File: src/rgf_pkg.sv
package rgf_pkg;

  // ==========================================================================
  // serial frame: 14 data bits then 4 address bits, msb first
  localparam int DATA_W = 14;
  localparam int ADDR_W = 4;
  localparam int FRAME_W = DATA_W + ADDR_W;
  localparam logic [4:0] FRAME_LEN = 5'h12;
  localparam logic [4:0] BITCNT_ONE = 5'h01;

  // ==========================================================================
  // register addresses
  localparam logic [ADDR_W-1:0] ADDR_FILTER_FINE = 4'h7;
  localparam logic [ADDR_W-1:0] ADDR_FILTER_COARSE = 4'h8;
  localparam logic [ADDR_W-1:0] ADDR_RX_GAIN = 4'hB;

  // ==========================================================================
  // reset values
  localparam logic [DATA_W-1:0] RST_FILTER_FINE = 14'h0002;
  localparam logic [DATA_W-1:0] RST_FILTER_COARSE = 14'h0001;
  localparam logic [DATA_W-1:0] RST_RX_GAIN = 14'h007F;

  // ==========================================================================
  // field positions
  localparam int FINE_LSB = 0;
  localparam int HPF_LSB = 12;
  localparam int COARSE_LSB = 0;
  localparam int SRC_BIT = 12;
  localparam int VGA_LSB = 0;
  localparam int LNA_LSB = 5;

  // ==========================================================================
  // decoded settings
  typedef enum logic [1:0] {
    RGF_LNA_MAX = 2'h0,
    RGF_LNA_M16 = 2'h1,
    RGF_LNA_M33 = 2'h3
  } rgf_lna_t;

  typedef enum logic [1:0] {
    RGF_HP_100HZ = 2'h0,
    RGF_HP_4KHZ = 2'h1,
    RGF_HP_30KHZ = 2'h3,
    RGF_HP_600KHZ = 2'h2
  } rgf_hp_t;

  typedef struct packed {
    logic [1:0] lna_code;
    logic [4:0] vga_code;
  } rgf_gain_t;

  typedef struct packed {
    logic rx_enable;
    logic cal_route;
    rgf_lna_t lna_mode;
    logic [5:0] vga_atten_db;
    logic [1:0] lpf_coarse;
    logic [2:0] lpf_fine;
    rgf_hp_t hp_corner;
  } rgf_ctrl_t;

endpackage

File: src/rgf_top.sv
// Operation
// receiver enabled only while rx_tx_select low and shutdown_n high
// three amplifier gain modes from register 0xB bits 6:5 or pins 7:6
// source bit 12 of register 0x8: one serial fields, zero gain pins
// amplifier code 11 max, 10 max-16dB, 0x max-33dB
// five-bit variable gain from register 0xB bits 4:0 or pins 5:1
// gain bits weigh 2,4,8,16,32 dB; all ones max, zeros min
// coarse lowpass from register 0x8 bits 1:0: 7.5, 8.5, 15, 18 MHz
// fine lowpass from register 0x7 bits 2:0: 90 to 110 percent
// highpass select high forces 600kHz AC coupling, field ignored
// highpass select low: register 0x7 bits 13:12 pick 100Hz, 4kHz, 30kHz
// controller pulses highpass select high, then low after offsets settle
// transmit calibration mode routes detector results onto baseband outputs
// registers written over chip select, serial clock and serial data
// fields hold until rewritten; decoders follow the selected source
`timescale 1ns/10ps
module rgf_top (
  input wire logic clk,
  input wire logic resetn,
  input wire logic rx_tx_select,
  input wire logic shutdown_n,
  input wire logic highpass_select,
  input wire logic tx_cal_mode,
  input wire logic gain_pin_7,
  input wire logic gain_pin_6,
  input wire logic gain_pin_5,
  input wire logic gain_pin_4,
  input wire logic gain_pin_3,
  input wire logic gain_pin_2,
  input wire logic gain_pin_1,
  input wire logic ser_cs_n,
  input wire logic ser_clk,
  input wire logic ser_din,
  output rgf_pkg::rgf_ctrl_t ctrl_out,
  output logic rx_baseband_inphase_out,
  output logic rx_baseband_quadrature_out
);

  // ==========================================================================
  // pin synchronisers
  localparam int NSYNC = 14;
  logic [NSYNC-1:0] pins_raw;
  logic [NSYNC-1:0] pins_s;

  assign pins_raw = {rx_tx_select, shutdown_n, highpass_select, tx_cal_mode,
                     gain_pin_7, gain_pin_6, gain_pin_5, gain_pin_4,
                     gain_pin_3, gain_pin_2, gain_pin_1,
                     ser_cs_n, ser_clk, ser_din};

  rgf_sync #(
    .W(NSYNC)
  ) u_sync (
    .clk(clk),
    .resetn(resetn),
    .d(pins_raw),
    .q(pins_s)
  );

  logic rx_tx_select_s;
  logic shutdown_n_n_s;
  logic hp_sel_s;
  logic cal_s;
  rgf_pkg::rgf_gain_t pin_gain;
  logic cs_n_s;
  logic sclk_s;
  logic din_s;

  assign rx_tx_select_s = pins_s[13];
  assign shutdown_n_n_s = pins_s[12];
  assign hp_sel_s = pins_s[11];
  assign cal_s = pins_s[10];
  assign pin_gain = pins_s[9:3];
  assign cs_n_s = pins_s[2];
  assign sclk_s = pins_s[1];
  assign din_s = pins_s[0];

  // ==========================================================================
  // serial shift port
  logic [rgf_pkg::FRAME_W-1:0] shift_r;
  logic [rgf_pkg::FRAME_W-1:0] shift_nxt;
  logic [4:0] bitcnt_r;
  logic [4:0] bitcnt_nxt;
  logic sclk_d_r;
  logic sclk_d_nxt;
  logic cs_n_d_r;
  logic cs_n_d_nxt;
  logic frame_done;

  always_comb
  begin
    shift_nxt = shift_r;
    bitcnt_nxt = bitcnt_r;
    sclk_d_nxt = sclk_s;
    cs_n_d_nxt = cs_n_s;
    frame_done = 1'b0;
    if (cs_n_s)
    begin
      bitcnt_nxt = '0;
      // rising chip select latches a complete frame
      frame_done = !cs_n_d_r && (bitcnt_r == rgf_pkg::FRAME_LEN);
    end
    else if (sclk_s && !sclk_d_r)
    begin
      shift_nxt = {shift_r[rgf_pkg::FRAME_W-2:0], din_s};
      if (bitcnt_r != rgf_pkg::FRAME_LEN)
      begin
        bitcnt_nxt = bitcnt_r + rgf_pkg::BITCNT_ONE;
      end
    end
  end

  always_ff @(posedge clk)
  begin
    if (!resetn)
    begin
      shift_r <= '0;
      bitcnt_r <= '0;
      sclk_d_r <= 1'b0;
      cs_n_d_r <= 1'b1;
    end
    else
    begin
      shift_r <= shift_nxt;
      bitcnt_r <= bitcnt_nxt;
      sclk_d_r <= sclk_d_nxt;
      cs_n_d_r <= cs_n_d_nxt;
    end
  end

  // ==========================================================================
  // write-only register file
  logic [rgf_pkg::DATA_W-1:0] filt_fine_r;
  logic [rgf_pkg::DATA_W-1:0] filt_fine_nxt;
  logic [rgf_pkg::DATA_W-1:0] filt_coarse_r;
  logic [rgf_pkg::DATA_W-1:0] filt_coarse_nxt;
  logic [rgf_pkg::DATA_W-1:0] rx_gain_r;
  logic [rgf_pkg::DATA_W-1:0] rx_gain_nxt;
  logic [rgf_pkg::ADDR_W-1:0] wr_addr;
  logic [rgf_pkg::DATA_W-1:0] wr_data;

  assign wr_data = shift_r[rgf_pkg::FRAME_W-1:rgf_pkg::ADDR_W];
  assign wr_addr = shift_r[rgf_pkg::ADDR_W-1:0];

  always_comb
  begin
    // fields hold until rewritten
    filt_fine_nxt = filt_fine_r;
    filt_coarse_nxt = filt_coarse_r;
    rx_gain_nxt = rx_gain_r;
    if (frame_done)
    begin
      unique case (wr_addr)
        rgf_pkg::ADDR_FILTER_FINE: filt_fine_nxt = wr_data;
        rgf_pkg::ADDR_FILTER_COARSE: filt_coarse_nxt = wr_data;
        rgf_pkg::ADDR_RX_GAIN: rx_gain_nxt = wr_data;
        default: ;
      endcase
    end
  end

  always_ff @(posedge clk)
  begin
    if (!resetn)
    begin
      filt_fine_r <= rgf_pkg::RST_FILTER_FINE;
      filt_coarse_r <= rgf_pkg::RST_FILTER_COARSE;
      rx_gain_r <= rgf_pkg::RST_RX_GAIN;
    end
    else
    begin
      filt_fine_r <= filt_fine_nxt;
      filt_coarse_r <= filt_coarse_nxt;
      rx_gain_r <= rx_gain_nxt;
    end
  end

  // ==========================================================================
  // decoders
  rgf_pkg::rgf_gain_t reg_gain;
  rgf_pkg::rgf_gain_t sel_gain;
  rgf_pkg::rgf_ctrl_t ctrl_nxt;
  rgf_pkg::rgf_ctrl_t ctrl_r;
  logic serial_gain_source_bit;
  logic [1:0] hpf_field;
  logic bbi_nxt;
  logic bbq_nxt;
  logic bbi_r;
  logic bbq_r;

  assign serial_gain_source_bit = filt_coarse_r[rgf_pkg::SRC_BIT];
  assign reg_gain.lna_code = rx_gain_r[rgf_pkg::LNA_LSB +: 2];
  assign reg_gain.vga_code = rx_gain_r[rgf_pkg::VGA_LSB +: 5];
  assign sel_gain = serial_gain_source_bit ? reg_gain : pin_gain;
  assign hpf_field = filt_fine_r[rgf_pkg::HPF_LSB +: 2];

  always_comb
  begin
    ctrl_nxt.rx_enable = !rx_tx_select_s && shutdown_n_n_s;
    ctrl_nxt.cal_route = cal_s;
    if (!sel_gain.lna_code[1])
    begin
      ctrl_nxt.lna_mode = rgf_pkg::RGF_LNA_M33;
    end
    else if (sel_gain.lna_code[0])
    begin
      ctrl_nxt.lna_mode = rgf_pkg::RGF_LNA_MAX;
    end
    else
    begin
      ctrl_nxt.lna_mode = rgf_pkg::RGF_LNA_M16;
    end
    // attenuation below max: weights 2..32 dB, inverted code times two
    ctrl_nxt.vga_atten_db = {~sel_gain.vga_code, 1'b0};
    ctrl_nxt.lpf_coarse = filt_coarse_r[rgf_pkg::COARSE_LSB +: 2];
    ctrl_nxt.lpf_fine = filt_fine_r[rgf_pkg::FINE_LSB +: 3];
    if (hp_sel_s)
    begin
      ctrl_nxt.hp_corner = rgf_pkg::RGF_HP_600KHZ;
    end
    else if (hpf_field[0])
    begin
      ctrl_nxt.hp_corner = rgf_pkg::RGF_HP_4KHZ;
    end
    else if (hpf_field[1])
    begin
      ctrl_nxt.hp_corner = rgf_pkg::RGF_HP_30KHZ;
    end
    else
    begin
      ctrl_nxt.hp_corner = rgf_pkg::RGF_HP_100HZ;
    end
    // baseband outputs: active path select, detector in calibration
    bbi_nxt = cal_s || ctrl_nxt.rx_enable;
    bbq_nxt = cal_s || ctrl_nxt.rx_enable;
  end

  always_ff @(posedge clk)
  begin
    if (!resetn)
    begin
      ctrl_r <= '0;
      bbi_r <= 1'b0;
      bbq_r <= 1'b0;
    end
    else
    begin
      ctrl_r <= ctrl_nxt;
      bbi_r <= bbi_nxt;
      bbq_r <= bbq_nxt;
    end
  end

  assign ctrl_out = ctrl_r;
  assign rx_baseband_inphase_out = bbi_r;
  assign rx_baseband_quadrature_out = bbq_r;

endmodule

File: src/rgf_sync.sv
`timescale 1ns/10ps
module rgf_sync #(
  parameter int W = 1
) (
  input wire logic clk,
  input wire logic resetn,
  input wire logic [W-1:0] d,
  output logic [W-1:0] q
);

  logic [W-1:0] meta_r;
  logic [W-1:0] meta_nxt;
  logic [W-1:0] q_nxt;

  always_comb
  begin
    meta_nxt = d;
    q_nxt = meta_r;
  end

  always_ff @(posedge clk)
  begin
    if (!resetn)
    begin
      meta_r <= '0;
      q <= '0;
    end
    else
    begin
      meta_r <= meta_nxt;
      q <= q_nxt;
    end
  end

endmodule

File: config.mk
export PLATFORM = sky130hd
export DESIGN_NAME = rgf_top
export DESIGN_NICKNAME = d
export VERILOG_FILES = /design/src/rgf_pkg.sv /design/src/rgf_top.sv /design/src/rgf_sync.sv
export SDC_FILE = /design/constraint.sdc
export NUM_CORES = 1
export LEC_CHECK = 0
export BUFFER_PORTS_ARGS = -buffer_cell sky130_fd_sc_hd__buf_2
export CAP_MARGIN = 10
export CORE_MARGIN = 5
export CORE_UTILIZATION = 45
export DETAILED_ROUTE_END_ITERATION = 10
export GPL_TIMING_DRIVEN = 1
export SLEW_MARGIN = 20
export SYNTH_ARGS = -nofsm -noshare
export SYNTH_HDL_FRONTEND = slang
export SYNTH_HIERARCHICAL = 1
export SYNTH_SLANG_ARGS = --single-unit
File: constraint.sdc
create_clock -name clk -period 3.6 [get_ports clk]
set_clock_uncertainty 0.15 [all_clocks]
set_input_delay 0.18 -clock clk [delete_from_list [all_inputs] [get_ports clk]]
set_output_delay 0.18 -clock clk [all_outputs]
set_load 0.01 [all_outputs]
Yosys cells after proc, flatten, opt, wreduce, memory -nomap -nowiden
Index checks and enable logic that the tools add are counted.

$add $sub $neg: 1. Equality and inequality tests: 5. Mux-type cells: 7. Bitwise gates (word level): 3. Reductions and logical operators: 14.

Operator list (count): $reduce_and A2 Y1 (5); $eq A4 B4 Y1 const B (2); $mux W2 (4); $mux W7 (1); $add A5 B1 Y5 const B (1); $eq A5 B5 Y1 const B (1); $ne A5 B5 Y1 const B (1); $not A5 Y5 (1); $eq A4 B3 Y1 const B (1); $reduce_or A2 Y1 (2); $logic_and A1 B1 Y1 (3); $logic_not A1 Y1 (3); $mux W1 (2); $not A1 Y1 (2); $logic_or A1 B1 Y1 (1).

Register bits after elaboration: 105. Output and inout port bits: 19. Logic and storage cells: 49.

Logic depth before layout (Yosys ltp)
Word-level depth: 4. Gate-level depth with buffers: 6. Mapped depth without buffers: 5.

Cells and area by module
The synthesis kept the hierarchy.

Modules (own cells, without submodules): rgf_top (times used 1, cells each 235, area each 2183.3 um^2); rgf_sync (times used 1, cells each 58, area each 785.8 um^2).

Worst setup path before layout
OpenSTA, ideal clock, no wires.

Path type: register -> register. Start point: register bitcnt_r[0]. End point: register rx_gain_r[0] in the netlist's numbering. Library setup time: 0.121 ns. Data arrival time: 1.302 ns. Setup slack: 2.027 ns. Stages on the path, launching flop included: 7. Buffers on the path: 1. Clock period less this slack: 1.573 ns. Path through: dfxtp_1 > inv_1 > ha_1 > nand4bb_1 > buf_6 > or3_4 > mux2i_1.

Longest elaborated chain between the ends: 4.

RTL lines: from (decl) (line rgf_top.sv:81) `logic [4:0] bitcnt_r;`; from (signal assigned) (line rgf_top.sv:124) `bitcnt_r <= bitcnt_nxt;`; $eq A5 B5 Y1 (line rgf_top.sv:100) `frame_done = !cs_n_d_r && (bitcnt_r == rgf_pkg::FRAME_LEN);`; $logic_and A1 B1 Y1 (line rgf_top.sv:100); $mux W1 (line rgf_top.sv:96) `if (cs_n_s)`; $reduce_and A2 Y1 (no line); to (signal assigned) (line rgf_top.sv:167) `rx_gain_r <= rgf_pkg::RST_RX_GAIN;`; to (signal assigned) (line rgf_top.sv:173) `rx_gain_r <= rx_gain_nxt;`; to (decl) (line rgf_top.sv:136) `logic [rgf_pkg::DATA_W-1:0] rx_gain_r;`.

Every way passes these cells. A chain may end at the register's enable or synchronous reset.

Final worst setup path
Start point: register bitcnt_r[0]. End point: register rx_gain_r[1] in the netlist's numbering.

The elaborated chain is that of the path after synthesis.

==> qor.yml <==
cts.sinks: 85
min_from: "resetn"
r2r-end: "rx_gain_r[1]"
ant_nets: 0
status: "finished clean"
grt_pass1_wl_um: 8380
fmax_mhz: 478
grt_max_degree: 47
drive_gt1_frac: 0.237
cts_tree: "yes"
clkLatencyLatePin_ps: 340
ys_top_cells_by_count: "dfxtp_1, nand2_1, a21oi_1"
gp_congestion: 0.811
critPathBufInv: 1
grt_pass1_vias: 1817
cts_hold_buf: 14
final_net_count: 355
drv_slew: 0
holdWs_ps: 229
peakVddDrop_uv: 287
synth_ff_type: "dfxtp_1"
htreeDepth: 3
cp-start-kind: "register"
wl_um: 4870
max-slew-margin-rel: 0.312
routedWlPerCell_um: 11.6
hold_viol: 0
synth.most_common_cell: "dfxtp_1"
worst_ep_required_time_ps: 3670
start_util: 0.465
synthesis.area_um2: 2970
fp.dieH_um: 91.2
worstSetupPathType: "reg2reg"
syn_area_per_cell_um2: 10.1
worstPathMaxFanout: 8
post-route-period-util: 0.581
ff_latch_area_um2: 1700
drt-pass1-iter-count: 4
cpMaxStageDelayCell: "or3_4"
antenna_found_initial: 0
multi_input_area_um2: 1140
ys_seq_area_frac: 0.573
synth_cells: 293
cts_buffers: 9
root_buffer: "clkbuf_8"
yosysTopAreaCell: "dfxtp_1"
die_x_um: 91.2
hp-class: "in2reg"
hpwl_um: 3140
ctsResizeCount: 0
synth_edf_count: 0
rsz0062_at_grt: "false"
r2r_start: "bitcnt_r[0]"
min_to: "ctrl_out[16]"
period_needed_ps: 2090
overflow: 0
worstPathCellList: "inv_1 -> ha_1 -> nand4bb_1 -> or3_4 -> mux2i_1"
antenna_cells: 0
end_kind: "register"
yosysTopAreaCellShare: 0.573
rows: 29
synth_warnings: 6
max_stage_delay_ps: 600
setup_viol: 0
synth.distinct_cells: 36
drt_iter0_markers: 81
pwr_density_cell_nw_per_um2: 511
place.port_buffers: 33
drv_cap: 0
dieArea_um2: 8320
r2r_cells: 5
drcViolationCount: 0
synth_seq_cells: 85
vias_per_cell: 4.59
syn_nets: 311
tns_ps: 0
cellLeakagePower_nw: 1.41
postCtsSetupBuffers: 0
critPathTopFamily: "simple AND/OR/NAND/NOR gates"
syn2layout_area_growth_pct: 18.0
synth.area.top_cells: "dfxtp_1, nand2_1, and2_2"
num-fill-cells: 576
ios: 35
clk_pin_slew_ps: 90
cts_buffer_depth: 2
core-area_um2: 6390
track_usage: 0.125
r2r_slack_ps: 1510
tightest_slew_ps: 1030
synthArstFlopShare: 0
min_path_cells: 3
arrival_ps: 2160
via_count: 1923
==> cells by family after synthesis <==
family / count (synthesis) / synth area share
other: 1 / 0.00126
and+or+nand+nor: 132 / 0.258
adders and majority gates: 2 / 0.00843
AOI/OAI and AO/OA: 35 / 0.0657
muxes: 15 / 0.0506
buffers and inverters: 23 / 0.0430
DFF: 85 / 0.573
==> worst max path at each step <==
| stage | end | slack, ps | start | cells past startpoint |
|---|---|---|---|---|
| floorplan | rx_gain_r[0] | 2030 | bitcnt_r[0] | 6 |
| global placement | rx_gain_r[1] | 1560 | bitcnt_r[0] | 5 |
| detailed placement | filt_fine_r[12] | 1500 | bitcnt_r[0] | 5 |
| CTS | filt_fine_r[12] | 1480 | bitcnt_r[0] | 5 |
| global route | filt_fine_r[12] | 1290 | bitcnt_r[0] | 5 |
| finish | rx_gain_r[1] | 1510 | bitcnt_r[0] | 5 |
==> worst register-to-register path: stages, from the launching register on <==
cell and delay (ps):
dfxtp_1 340, inv_1 80, ha_1 160, nand4bb_1 500, or3_4 600, mux2i_1 130
==> stage by stage <==
| step | util | instance area (um2) | cells | power (mW) | setup WS, ps |
|---|---|---|---|---|---|
| finish | 0.549 | 3500 | 419 | 1.79 | 1510 |
| global route | 0.549 | 3500 | 419 | 1.86 | 1290 |
| CTS | 0.549 | 3500 | 419 | 1.81 | 1480 |
| detailed placement | 0.492 | 3140 | 389 | 1.06 | 1500 |
| global placement | 0.492 | 3140 | 389 | 1.06 | 1560 |
| floorplan | - | 2970 | 293 | 1.04 | 2030 |
==> flip-flops by register name, indices dropped and copies added (netlist names) <==
| signal | flops |
|---|---|
| u_sync/q | 14 |
| filt_fine_r | 5 |
| rx_gain_r | 7 |
| filt_coarse_r | 3 |
| ctrl_out | 16 |
| bitcnt_r | 5 |
| sclk_d_r | 1 |
| cs_n_d_r | 1 |
| rx_baseband_quadrature_out | 1 |
| u_sync/meta_r | 14 |
| shift_r | 18 |
==> cells in the final DEF (no fill, tap or decap), drive strengths merged, types with 2 or more instances in the layout <==
cell | synthesis | routed
a211oi | 5 | 5
a21oi | 24 | 24
a311oi | 2 | 2
and2 | 32 | 32
buf | 9 | 34
bufinv | 0 | 2
clkbuf | 6 | 10
clkinv | 1 | 3
dfxtp | 85 | 85
dlygate4sd3 | 0 | 14
ha | 2 | 2
inv | 7 | 9
mux2i | 15 | 15
nand2 | 51 | 51
nand2b | 5 | 5
nand4bb | 2 | 2
nor2 | 19 | 19
nor2b | 6 | 6
nor3 | 2 | 2
nor3b | 2 | 2
nor4 | 3 | 3
o21ai | 4 | 4
or3 | 3 | 3
==> layer usage <==
metal  wire length, um  part of all wire  GRT usage
met5                 0                 0          0
met4               123             0.025     0.0770
met3               232             0.048     0.0347
met2              2020              0.41      0.172
met1              2490              0.51      0.172
==> where the power goes <==
| part | internal [mW] | leakage (nW) | total, mW | switching, mW |
|---|---|---|---|---|
| clock | 0.399 | 0.111 | 0.739 | 0.340 |
| combinational | 0.0399 | 0.600 | 0.0788 | 0.0388 |
| sequential | 0.964 | 0.695 | 0.971 | 0.00775 |
==> final cells by class <==
cell class | instances | area share
Clock buffer | 10 | 0.0364
Tap cell | 77 | 0.0275
Clock inverter | 6 | 0.0271
Timing Repair Buffer | 48 | 0.0893
Inverter | 8 | 0.00857
Multi-Input combinational cell | 185 | 0.325
Sequential cell | 85 | 0.486
Power figures use the tool's default switching activity.
